`config.mk`:
```
export PLATFORM = sky130hd
export DESIGN_NAME = fsc_host
export DESIGN_NICKNAME = d
export VERILOG_FILES = /design/src/rtl/fsc_pkg.sv /design/src/rtl/fsc_bus_cycle.sv /design/src/rtl/fsc_host.sv
export SDC_FILE = /design/constraint.sdc
export NUM_CORES = 1
export LEC_CHECK = 0
export BUFFER_PORTS_ARGS = -buffer_cell sky130_fd_sc_hd__buf_2
export CAP_MARGIN = 25
export CORE_UTILIZATION = 30
export CTS_CLUSTER_SIZE = 24
export DETAILED_ROUTE_END_ITERATION = 7
export SLEW_MARGIN = 0
export SYNTH_ARGS = -nofsm -noshare
export SYNTH_HDL_FRONTEND = slang
export SYNTH_SLANG_ARGS = --single-unit
```
`constraint.sdc`:
```
create_clock -name clk_sys -period 12.18 [get_ports clk_sys]
set_input_delay 2.436 -clock clk_sys [delete_from_list [all_inputs] [get_ports clk_sys]]
set_output_delay 2.436 -clock clk_sys [all_outputs]
set_load 0.005 [all_outputs]
```
`src/rtl/fsc_pkg.sv`:
```
package fsc_pkg;

  // bus cycle timing at 200 MHz (5 ns period)
  localparam int unsigned CLK_PERIOD_PS  = 5000;
  // read cycle minimum, ns
  localparam int unsigned T_RC_NS        = 70;
  localparam int unsigned RD_CYC         =
    (T_RC_NS * 1000 + CLK_PERIOD_PS - 1) / CLK_PERIOD_PS;
  // write pulse width minimum, ns
  localparam int unsigned T_WP_NS        = 35;
  localparam int unsigned WP_CYC         =
    (T_WP_NS * 1000 + CLK_PERIOD_PS - 1) / CLK_PERIOD_PS;
  // write pulse high minimum, ns
  localparam int unsigned T_WPH_NS       = 20;
  localparam int unsigned WPH_CYC        =
    (T_WPH_NS * 1000 + CLK_PERIOD_PS - 1) / CLK_PERIOD_PS;
  // output enable hold for toggle polling, ns
  localparam int unsigned T_OEH_NS       = 10;
  localparam int unsigned OEH_CYC        =
    (T_OEH_NS * 1000 + CLK_PERIOD_PS - 1) / CLK_PERIOD_PS;
  localparam int unsigned CNT_W          = 8;

  // status bit positions on the flash data bus
  localparam int unsigned BIT_SECT_TOG   = 2;
  localparam int unsigned BIT_ERS_TIMER  = 3;
  localparam int unsigned BIT_TIME_LIMIT = 5;
  localparam int unsigned BIT_ALG_TOG    = 6;
  localparam int unsigned BIT_POLL       = 7;

  // software register offsets
  localparam logic [3:0] REG_CTRL        = 4'h0;
  localparam logic [3:0] REG_ADDR        = 4'h1;
  localparam logic [3:0] REG_WDATA       = 4'h2;
  localparam logic [3:0] REG_STATUS      = 4'h3;
  localparam logic [3:0] REG_RDATA       = 4'h4;
  // control register bits
  localparam int unsigned CTRL_READ      = 0;
  localparam int unsigned CTRL_WRITE     = 1;
  localparam int unsigned CTRL_POLL      = 2;
  localparam int unsigned CTRL_RESET     = 3;
  localparam int unsigned CTRL_ERS_CHECK = 4;
  // status register bits
  localparam int unsigned ST_BUSY        = 0;
  localparam int unsigned ST_DONE        = 1;
  localparam int unsigned ST_FAIL        = 2;
  localparam int unsigned ST_REJECT      = 3;
  localparam int unsigned ST_ERS_TIMER   = 4;
  localparam int unsigned ST_READY       = 5;
  localparam int unsigned ST_SUSP        = 6;

  // reset command byte and its address
  localparam logic [7:0]  CMD_RESET_DATA = 8'hf0;
  localparam logic [19:0] CMD_RESET_ADDR = 20'h00000;

  // one bus cycle request toward the pin engine
  typedef struct packed {
    logic        wr;
    logic [19:0] addr;
    logic [7:0]  data;
  } fsc_cyc_s;

endpackage

```
`src/rtl/fsc_bus_cycle.sv`:
```
`timescale 1ns/1ps
// single asynchronous read or write cycle on the flash pins
module fsc_bus_cycle
  import fsc_pkg::*;
(
  input  wire logic        clk_sys,
  input  wire logic        rst_n_s,
  input  wire logic        ce_in,
  input  wire logic        start,
  input  fsc_cyc_s         req,
  input  wire logic [7:0]  dq_sync,
  output logic             done,
  output logic [7:0]       rdata,
  output logic [19:0]      addr_o,
  output logic [7:0]       dq_o,
  output logic             dq_oe_n,
  output logic             ce_n,
  output logic             oe_n,
  output logic             we_n
);

  typedef enum logic [1:0] {
    CY_IDLE = 2'b00,
    CY_ACT  = 2'b01,
    CY_HOLD = 2'b10
  } fsc_cy_e;

  fsc_cy_e            st_r, st_nxt;
  logic [CNT_W-1:0]   cnt_r, cnt_nxt;
  logic               wr_r, wr_nxt;
  logic [7:0]         rd_r, rd_nxt;
  logic [19:0]        a_r, a_nxt;
  logic [7:0]         d_r, d_nxt;
  logic               done_r, done_nxt;

  ////////////////////////////////////////////////////////////////////
  // strobe sequencing; read data sampled from synchronised pins,
  // so the active phase is stretched to cover the 2-flop delay
  always_comb begin
    st_nxt   = st_r;
    cnt_nxt  = cnt_r;
    wr_nxt   = wr_r;
    rd_nxt   = rd_r;
    a_nxt    = a_r;
    d_nxt    = d_r;
    done_nxt = 1'b0;
    unique case (st_r)
      CY_IDLE: begin
        if (start) begin
          st_nxt  = CY_ACT;
          wr_nxt  = req.wr;
          a_nxt   = req.addr;
          d_nxt   = req.data;
          cnt_nxt = req.wr ? CNT_W'(WP_CYC) : CNT_W'(RD_CYC + 2);
        end
      end
      CY_ACT: begin
        if (cnt_r > CNT_W'(1)) begin
          cnt_nxt = cnt_r - CNT_W'(1);
        end else begin
          st_nxt  = CY_HOLD;
          rd_nxt  = dq_sync;
          cnt_nxt = CNT_W'(WPH_CYC > OEH_CYC ? WPH_CYC : OEH_CYC);
        end
      end
      CY_HOLD: begin
        if (cnt_r > CNT_W'(1)) begin
          cnt_nxt = cnt_r - CNT_W'(1);
        end else begin
          st_nxt   = CY_IDLE;
          done_nxt = 1'b1;
        end
      end
      default: st_nxt = CY_IDLE;
    endcase
  end

  always_ff @(posedge clk_sys or negedge rst_n_s) begin
    if (!rst_n_s) begin
      st_r   <= CY_IDLE;
      cnt_r  <= '0;
      wr_r   <= 1'b0;
      rd_r   <= 8'h00;
      a_r    <= 20'h00000;
      d_r    <= 8'h00;
      done_r <= 1'b0;
    end else if (ce_in) begin
      st_r   <= st_nxt;
      cnt_r  <= cnt_nxt;
      wr_r   <= wr_nxt;
      rd_r   <= rd_nxt;
      a_r    <= a_nxt;
      d_r    <= d_nxt;
      done_r <= done_nxt;
    end
  end

  // every read completes with both strobes high, so the toggle bits
  // advance once per cycle whichever strobe the flash watches
  assign ce_n    = (st_r != CY_ACT);
  assign oe_n    = !(st_r == CY_ACT && !wr_r);
  assign we_n    = !(st_r == CY_ACT && wr_r);
  assign dq_oe_n = !(st_r != CY_IDLE && wr_r);
  assign dq_o    = d_r;
  assign addr_o  = a_r;
  assign rdata   = rd_r;
  assign done    = done_r;

endmodule // fsc_bus_cycle

```
`src/rtl/fsc_host.sv`:
```
`timescale 1ns/1ps
module fsc_host
  import fsc_pkg::*;
(
  input  wire logic        clk_sys,
  input  wire logic        rst_n,
  input  wire logic        clk_en,
  input  wire logic [3:0]  sw_addr,
  input  wire logic [31:0] sw_wdata,
  input  wire logic        sw_wr,
  input  wire logic        sw_rd,
  output logic [31:0]      sw_rdata,
  output logic [19:0]      fl_addr,
  input  wire logic [7:0]  fl_dq_i,
  output logic [7:0]       fl_dq_o,
  output logic             fl_dq_oe_n,
  output logic             fl_ce_n,
  output logic             fl_oe_n,
  output logic             fl_we_n,
  input  wire logic        ready_busy_out
);

  typedef enum logic [2:0] {
    HS_IDLE  = 3'b000,
    HS_CYC   = 3'b001,
    HS_POLL1 = 3'b010,
    HS_POLL2 = 3'b011,
    HS_RECHK = 3'b100,
    HS_RST   = 3'b101,
    HS_ECHK  = 3'b110
  } fsc_hs_e;

  ////////////////////////////////////////////////////////////////////
  // reset release and pin synchronisers
  logic       rst_m_r, rst_s_r;
  logic [7:0] dq_m_r, dq_s_r;
  logic       rb_m_r, rb_s_r;

  always_ff @(posedge clk_sys or negedge rst_n) begin
    if (!rst_n) begin
      rst_m_r <= 1'b0;
      rst_s_r <= 1'b0;
    end else begin
      rst_m_r <= 1'b1;
      rst_s_r <= rst_m_r;
    end
  end

  always_ff @(posedge clk_sys or negedge rst_s_r) begin
    if (!rst_s_r) begin
      dq_m_r <= 8'h00;
      dq_s_r <= 8'h00;
      rb_m_r <= 1'b1;
      rb_s_r <= 1'b1;
    end else if (clk_en) begin
      dq_m_r <= fl_dq_i;
      dq_s_r <= dq_m_r;
      rb_m_r <= ready_busy_out;
      rb_s_r <= rb_m_r;
    end
  end

  ////////////////////////////////////////////////////////////////////
  // toggle compare used by the POLL2 and RECHK steps of the polling walk
  function automatic logic toggling(input logic [7:0] a,
                                    input logic [7:0] b);
    toggling = a[BIT_ALG_TOG] != b[BIT_ALG_TOG];
  endfunction

  fsc_hs_e     st_r, st_nxt;
  logic [19:0] addr_r, addr_nxt;
  logic [7:0]  wdat_r, wdat_nxt;
  logic [7:0]  rdat_r, rdat_nxt;
  logic [7:0]  first_r, first_nxt;
  logic [7:0]  status_r, status_nxt;
  logic        ers_pre_r, ers_pre_nxt;
  logic        cyc_start;
  fsc_cyc_s    cyc_req;
  logic        cyc_done;
  logic [7:0]  cyc_rdata;
  logic        ctl_hit;

  assign ctl_hit = sw_wr && sw_addr == REG_CTRL && st_r == HS_IDLE;

  ////////////////////////////////////////////////////////////////////
  // command sequencer and toggle polling walk
  always_comb begin
    st_nxt      = st_r;
    addr_nxt    = addr_r;
    wdat_nxt    = wdat_r;
    rdat_nxt    = rdat_r;
    first_nxt   = first_r;
    status_nxt  = status_r;
    ers_pre_nxt = ers_pre_r;
    cyc_start   = 1'b0;
    cyc_req     = '{wr: 1'b0, addr: addr_r, data: wdat_r};
    if (sw_wr && sw_addr == REG_ADDR && st_r == HS_IDLE) begin
      addr_nxt = sw_wdata[19:0];
    end
    if (sw_wr && sw_addr == REG_WDATA && st_r == HS_IDLE) begin
      wdat_nxt = sw_wdata[7:0];
    end
    // commands while busy are refused and flagged
    if (sw_wr && sw_addr == REG_CTRL && st_r != HS_IDLE) begin
      status_nxt[ST_REJECT] = 1'b1;
    end
    unique case (st_r)
      HS_IDLE: begin
        if (ctl_hit) begin
          status_nxt[ST_DONE]   = 1'b0;
          status_nxt[ST_FAIL]   = 1'b0;
          status_nxt[ST_REJECT] = 1'b0;
          if (sw_wdata[CTRL_RESET]) begin
            st_nxt = HS_RST;
          end else if (sw_wdata[CTRL_POLL]) begin
            st_nxt = HS_POLL1;
          end else if (sw_wdata[CTRL_ERS_CHECK]) begin
            st_nxt = HS_ECHK;
          end else if (sw_wdata[CTRL_WRITE] || sw_wdata[CTRL_READ]) begin
            st_nxt = HS_CYC;
          end
          if (st_nxt != HS_IDLE) begin
            cyc_start = 1'b1;
            cyc_req.wr = sw_wdata[CTRL_RESET] || (sw_wdata[CTRL_WRITE] &&
              !sw_wdata[CTRL_POLL] && !sw_wdata[CTRL_ERS_CHECK]);
            if (sw_wdata[CTRL_RESET]) begin
              cyc_req.addr = CMD_RESET_ADDR;
              cyc_req.data = CMD_RESET_DATA;
            end
          end
        end
      end
      // plain read or command write; idle reads give array data
      HS_CYC: begin
        if (cyc_done) begin
          rdat_nxt = cyc_rdata;
          status_nxt[ST_DONE] = 1'b1;
          st_nxt = HS_IDLE;
        end
      end
      // first read of the pair; address from REG_ADDR stays valid
      // valid polling address
      HS_POLL1: begin
        if (cyc_done) begin
          first_nxt = cyc_rdata;
          cyc_start = 1'b1;
          st_nxt    = HS_POLL2;
        end
      end
      HS_POLL2: begin
        if (cyc_done) begin
          rdat_nxt = cyc_rdata;
          status_nxt[ST_SUSP] = cyc_rdata[BIT_SECT_TOG] !=
                                first_r[BIT_SECT_TOG];
          if (!toggling(first_r, cyc_rdata)) begin
            status_nxt[ST_DONE] = 1'b1;
            st_nxt = HS_IDLE;
          end else if (cyc_rdata[BIT_TIME_LIMIT]) begin
            first_nxt = cyc_rdata;
            cyc_start = 1'b1;
            st_nxt    = HS_RECHK;
          end else begin
            first_nxt = cyc_rdata;
            cyc_start = 1'b1;
          end
        end
      end
      HS_RECHK: begin
        if (cyc_done) begin
          rdat_nxt = cyc_rdata;
          if (!toggling(first_r, cyc_rdata)) begin
            status_nxt[ST_DONE] = 1'b1;
            st_nxt = HS_IDLE;
          end else begin
            status_nxt[ST_FAIL] = 1'b1;
            cyc_start = 1'b1;
            cyc_req   = '{wr: 1'b1, addr: CMD_RESET_ADDR,
                          data: CMD_RESET_DATA};
            st_nxt    = HS_RST;
          end
        end
      end
      HS_RST: begin
        if (cyc_done) begin
          status_nxt[ST_DONE] = 1'b1;
          st_nxt = HS_IDLE;
        end
      end
      // bit 3 is read back, never assumed from timing
      HS_ECHK: begin
        if (cyc_done) begin
          rdat_nxt = cyc_rdata;
          if (ers_pre_r == 1'b0 && cyc_rdata[BIT_ERS_TIMER]) begin
            status_nxt[ST_REJECT] = 1'b1;
          end
          ers_pre_nxt = cyc_rdata[BIT_ERS_TIMER];
          status_nxt[ST_ERS_TIMER] = cyc_rdata[BIT_ERS_TIMER];
          status_nxt[ST_DONE] = 1'b1;
          st_nxt = HS_IDLE;
        end
      end
      default: st_nxt = HS_IDLE;
    endcase
    status_nxt[ST_BUSY]  = (st_nxt != HS_IDLE);
    status_nxt[ST_READY] = rb_s_r;
  end

  always_ff @(posedge clk_sys or negedge rst_s_r) begin
    if (!rst_s_r) begin
      st_r      <= HS_IDLE;
      addr_r    <= 20'h00000;
      wdat_r    <= 8'h00;
      rdat_r    <= 8'h00;
      first_r   <= 8'h00;
      status_r  <= 8'h00;
      ers_pre_r <= 1'b0;
    end else if (clk_en) begin
      st_r      <= st_nxt;
      addr_r    <= addr_nxt;
      wdat_r    <= wdat_nxt;
      rdat_r    <= rdat_nxt;
      first_r   <= first_nxt;
      status_r  <= status_nxt;
      ers_pre_r <= ers_pre_nxt;
    end
  end

  ////////////////////////////////////////////////////////////////////
  // read port: data one cycle after the strobe
  logic [31:0] rd_r, rd_nxt;

  always_comb begin
    rd_nxt = 32'h00000000;
    if (sw_rd) begin
      unique case (sw_addr)
        REG_ADDR:   rd_nxt = {12'h000, addr_r};
        REG_WDATA:  rd_nxt = {24'h000000, wdat_r};
        REG_STATUS: rd_nxt = {24'h000000, status_r};
        REG_RDATA:  rd_nxt = {24'h000000, rdat_r};
        default:    rd_nxt = 32'h00000000;
      endcase
    end
  end

  always_ff @(posedge clk_sys or negedge rst_s_r) begin
    if (!rst_s_r) begin
      rd_r <= 32'h00000000;
    end else if (clk_en) begin
      rd_r <= rd_nxt;
    end
  end

  assign sw_rdata = rd_r;

  ////////////////////////////////////////////////////////////////////
  // pin engine; each read is fully delimited by chip and output enable
  // strobed read cycles
  fsc_bus_cycle u_cyc (
    .clk_sys (clk_sys),
    .rst_n_s (rst_s_r),
    .ce_in   (clk_en),
    .start   (cyc_start),
    .req     (cyc_req),
    .dq_sync (dq_s_r),
    .done    (cyc_done),
    .rdata   (cyc_rdata),
    .addr_o  (fl_addr),
    .dq_o    (fl_dq_o),
    .dq_oe_n (fl_dq_oe_n),
    .ce_n    (fl_ce_n),
    .oe_n    (fl_oe_n),
    .we_n    (fl_we_n)
  );

endmodule // fsc_host

```
==> metrics <==
RSZ-0062 raised after global routing no; Crit Path Class in2reg; fillcell total 2033; P&R area growth vs syn 20.45%; Reg2Reg Setup Slack ~9.7 ns; RR Endpoint addr_r[6]; Residual DRC 0; largest net degree at the start of global routing around 70; CTS root buf clkbuf_16; R2R depth 4; DPL Wire Length 9610 um; WL final approximately 14000 um; fin crit share between 30% and 40%; vias in the first global route 4118; clk_skew ~0.012 ns; Cell Area, Placed about 0.007 mm2; die area 0.02113 mm2; cell taking the most area after synthesis dfrtp_1; Syn Inst Count 542; # hold bufs at CTS 0; Pwr Total 0.001352 W; clk sink count around 140; Hold Vio Cnt, Final 0; IO Pins about 110; FF+latch count, synth about 140; status completed; Placer Congestion ~0.83; top-area cell type share of the netlist area a little over half; max cap viols 0; Synth area leaders dfrtp_1 (54%), mux2_2 (12%), nand2_1 (4.6%); number of port buffers 89; maximum VDD drop between 0.0001 and 0.00015 V; Initial Utilization between 30 and 40%; Detail Route Antenna Nets 0; total core area 0.02017 mm2; CP Capture Type register; fraction of layout cells with a size suffix above 1 between 30% and 40%; post-cts sizing count 0; setup repair bufs after CTS 0; Lkg Pwr around 3.5 nW; initial antenna violation count 1; Syn. warnings 0; Worst Tran Pin Value between 0.9 and 1 ns; Final Slew Violations 0; worst min path class reg2reg; max_slew headroom between 30 and 40%; Startpoint Class input port; WL/cell approximately 15 um; CP max FO 45; # nets final 680; worst skew pair latency approximately 0.42 ns; Mean Syn Cell Area roughly 11 um2; most common flop cell mapped by yosys dfrtp_1; CTS tree done; Async SR Flop Fraction 100.0%; Die X between 100 and 150 um; DR iter-0 viols approximately 200; most common cell in the netlist dfrtp_1; achievable frequency 0.2263 GHz; via count approximately 4400; DRT Pass-1 Iters 4; chip height 145.4 um; top cells by count, synth dfrtp_1 (134), nand2_1 (76), mux2_2 (67), a21oi_1 (25), o21ai_1 (22); Longest Clk Path Bufs 2; EDFF count, synth 0; Setup TNS Final 0 ns; GRT overflow 0; clk slew on worst S/H paths ~0.060 ns; Critical Path RT ~12 ns; post-synthesis cell type count ~60; first-pass GRT wire length ~23000 um; CP arrival 4.73 ns; crit path launch clk_en; GRT Util Overall 13.84%; Power Density 182.1 mW/mm2; total CTS buffers 17; CP endpoint status_r[4]; final worst-path setup slack a little under 8 ns; Seq/Total Area, Yosys 55.22%; post-layout min period between 4 and 5 ns; Row Count 52; RR Startpoint st_r[0]; H-tree Lvls 4; Final setup viols 0; Mapped Area between 0.006 and 0.007 mm2; final instance area 0.007428 mm2; Place WS around 7.3 ns; vias per inst about 4.8
critical path: stages:
cell	delay (ns)
buf_2	0.65
inv_1	0.67
or4_1	0.66
mux2_2	0.28
metrics by stage:
stage	utilization [%]	instances	hold slack, ns
floorplan	-	553	0.3312
global placement	33.62	872	0.3367
detailed placement	33.75	874	0.3413
CTS	36.66	906	0.3552
global route	36.82	908	0.3555
finish	36.83	909	0.3524
power by group:
group	internal [W]	switching [W]	total, W
sequential	0.000512	0.0000739	0.000586
clock	0.000309	0.000202	0.000511
combinational	0.000114	0.000142	0.000256
total	0.000934	0.000418	0.00135
how the worst min path moves through the flow:
stage,from,to,slack (ns),depth (start not counted)
after floorplan,rst_m_r,rst_s_r,0.33,0
after global placement,rst_m_r,rst_s_r,0.34,0
after detailed placement,rst_m_r,rst_s_r,0.34,0
after CTS,rst_m_r,rst_s_r,0.36,0
after global routing,rst_m_r,rst_s_r,0.36,0
final,rst_m_r,rst_s_r,0.35,0
routing by layer:
metal	wire, um	vias to the layer above	track usage [%]	part of all wire [%]
met3	618	14	3.950	4.4
li1	-	2116	-	-
met4	215	0	4.947	1.5
met2	6482	117	21.01	46
met5	0	-	0	0
met1	6720	2124	18.84	48
layout make-up:
type / instances / area (um2) / area share (%)
Timing Repair Buffer: 94 / 510.5 / 6.872
Clock inverter: 13 / 143.9 / 1.937
Inverter: 11 / 41.29 / 0.5558
Antenna cell: 1 / 2.502 / 0.03369
Tap cell: 270 / 337.8 / 4.548
Sequential cell: 136 / 3410 / 45.90
Clock buffer: 19 / 442.9 / 5.963
Multi-Input combinational cell: 365 / 2540 / 34.19
logic make-up after synthesis:
group	share of synthesized area [%]
and+or+nand+nor	12.07
DFF	55.22
AOI/OAI and AO/OA	13.63
muxes	12.80
buffers and inverters	4.281
xor gates and xnor gates	0.8521
adders and majority gates	1.014
other	0.1218
cell usage in the layout (no fill, tap or decap), types with 11 or more instances in the layout:
cell type,count
o21ai_0,13
clkbuf_16,17
inv_1,11
a21oi_1,25
nor2_1,15
dfrtp_1,133
o21ai_1,22
mux2_2,67
a22o_1,14
nand2_1,76
buf_2,91
conb_1,13
(Power assumes the default switching activity.)
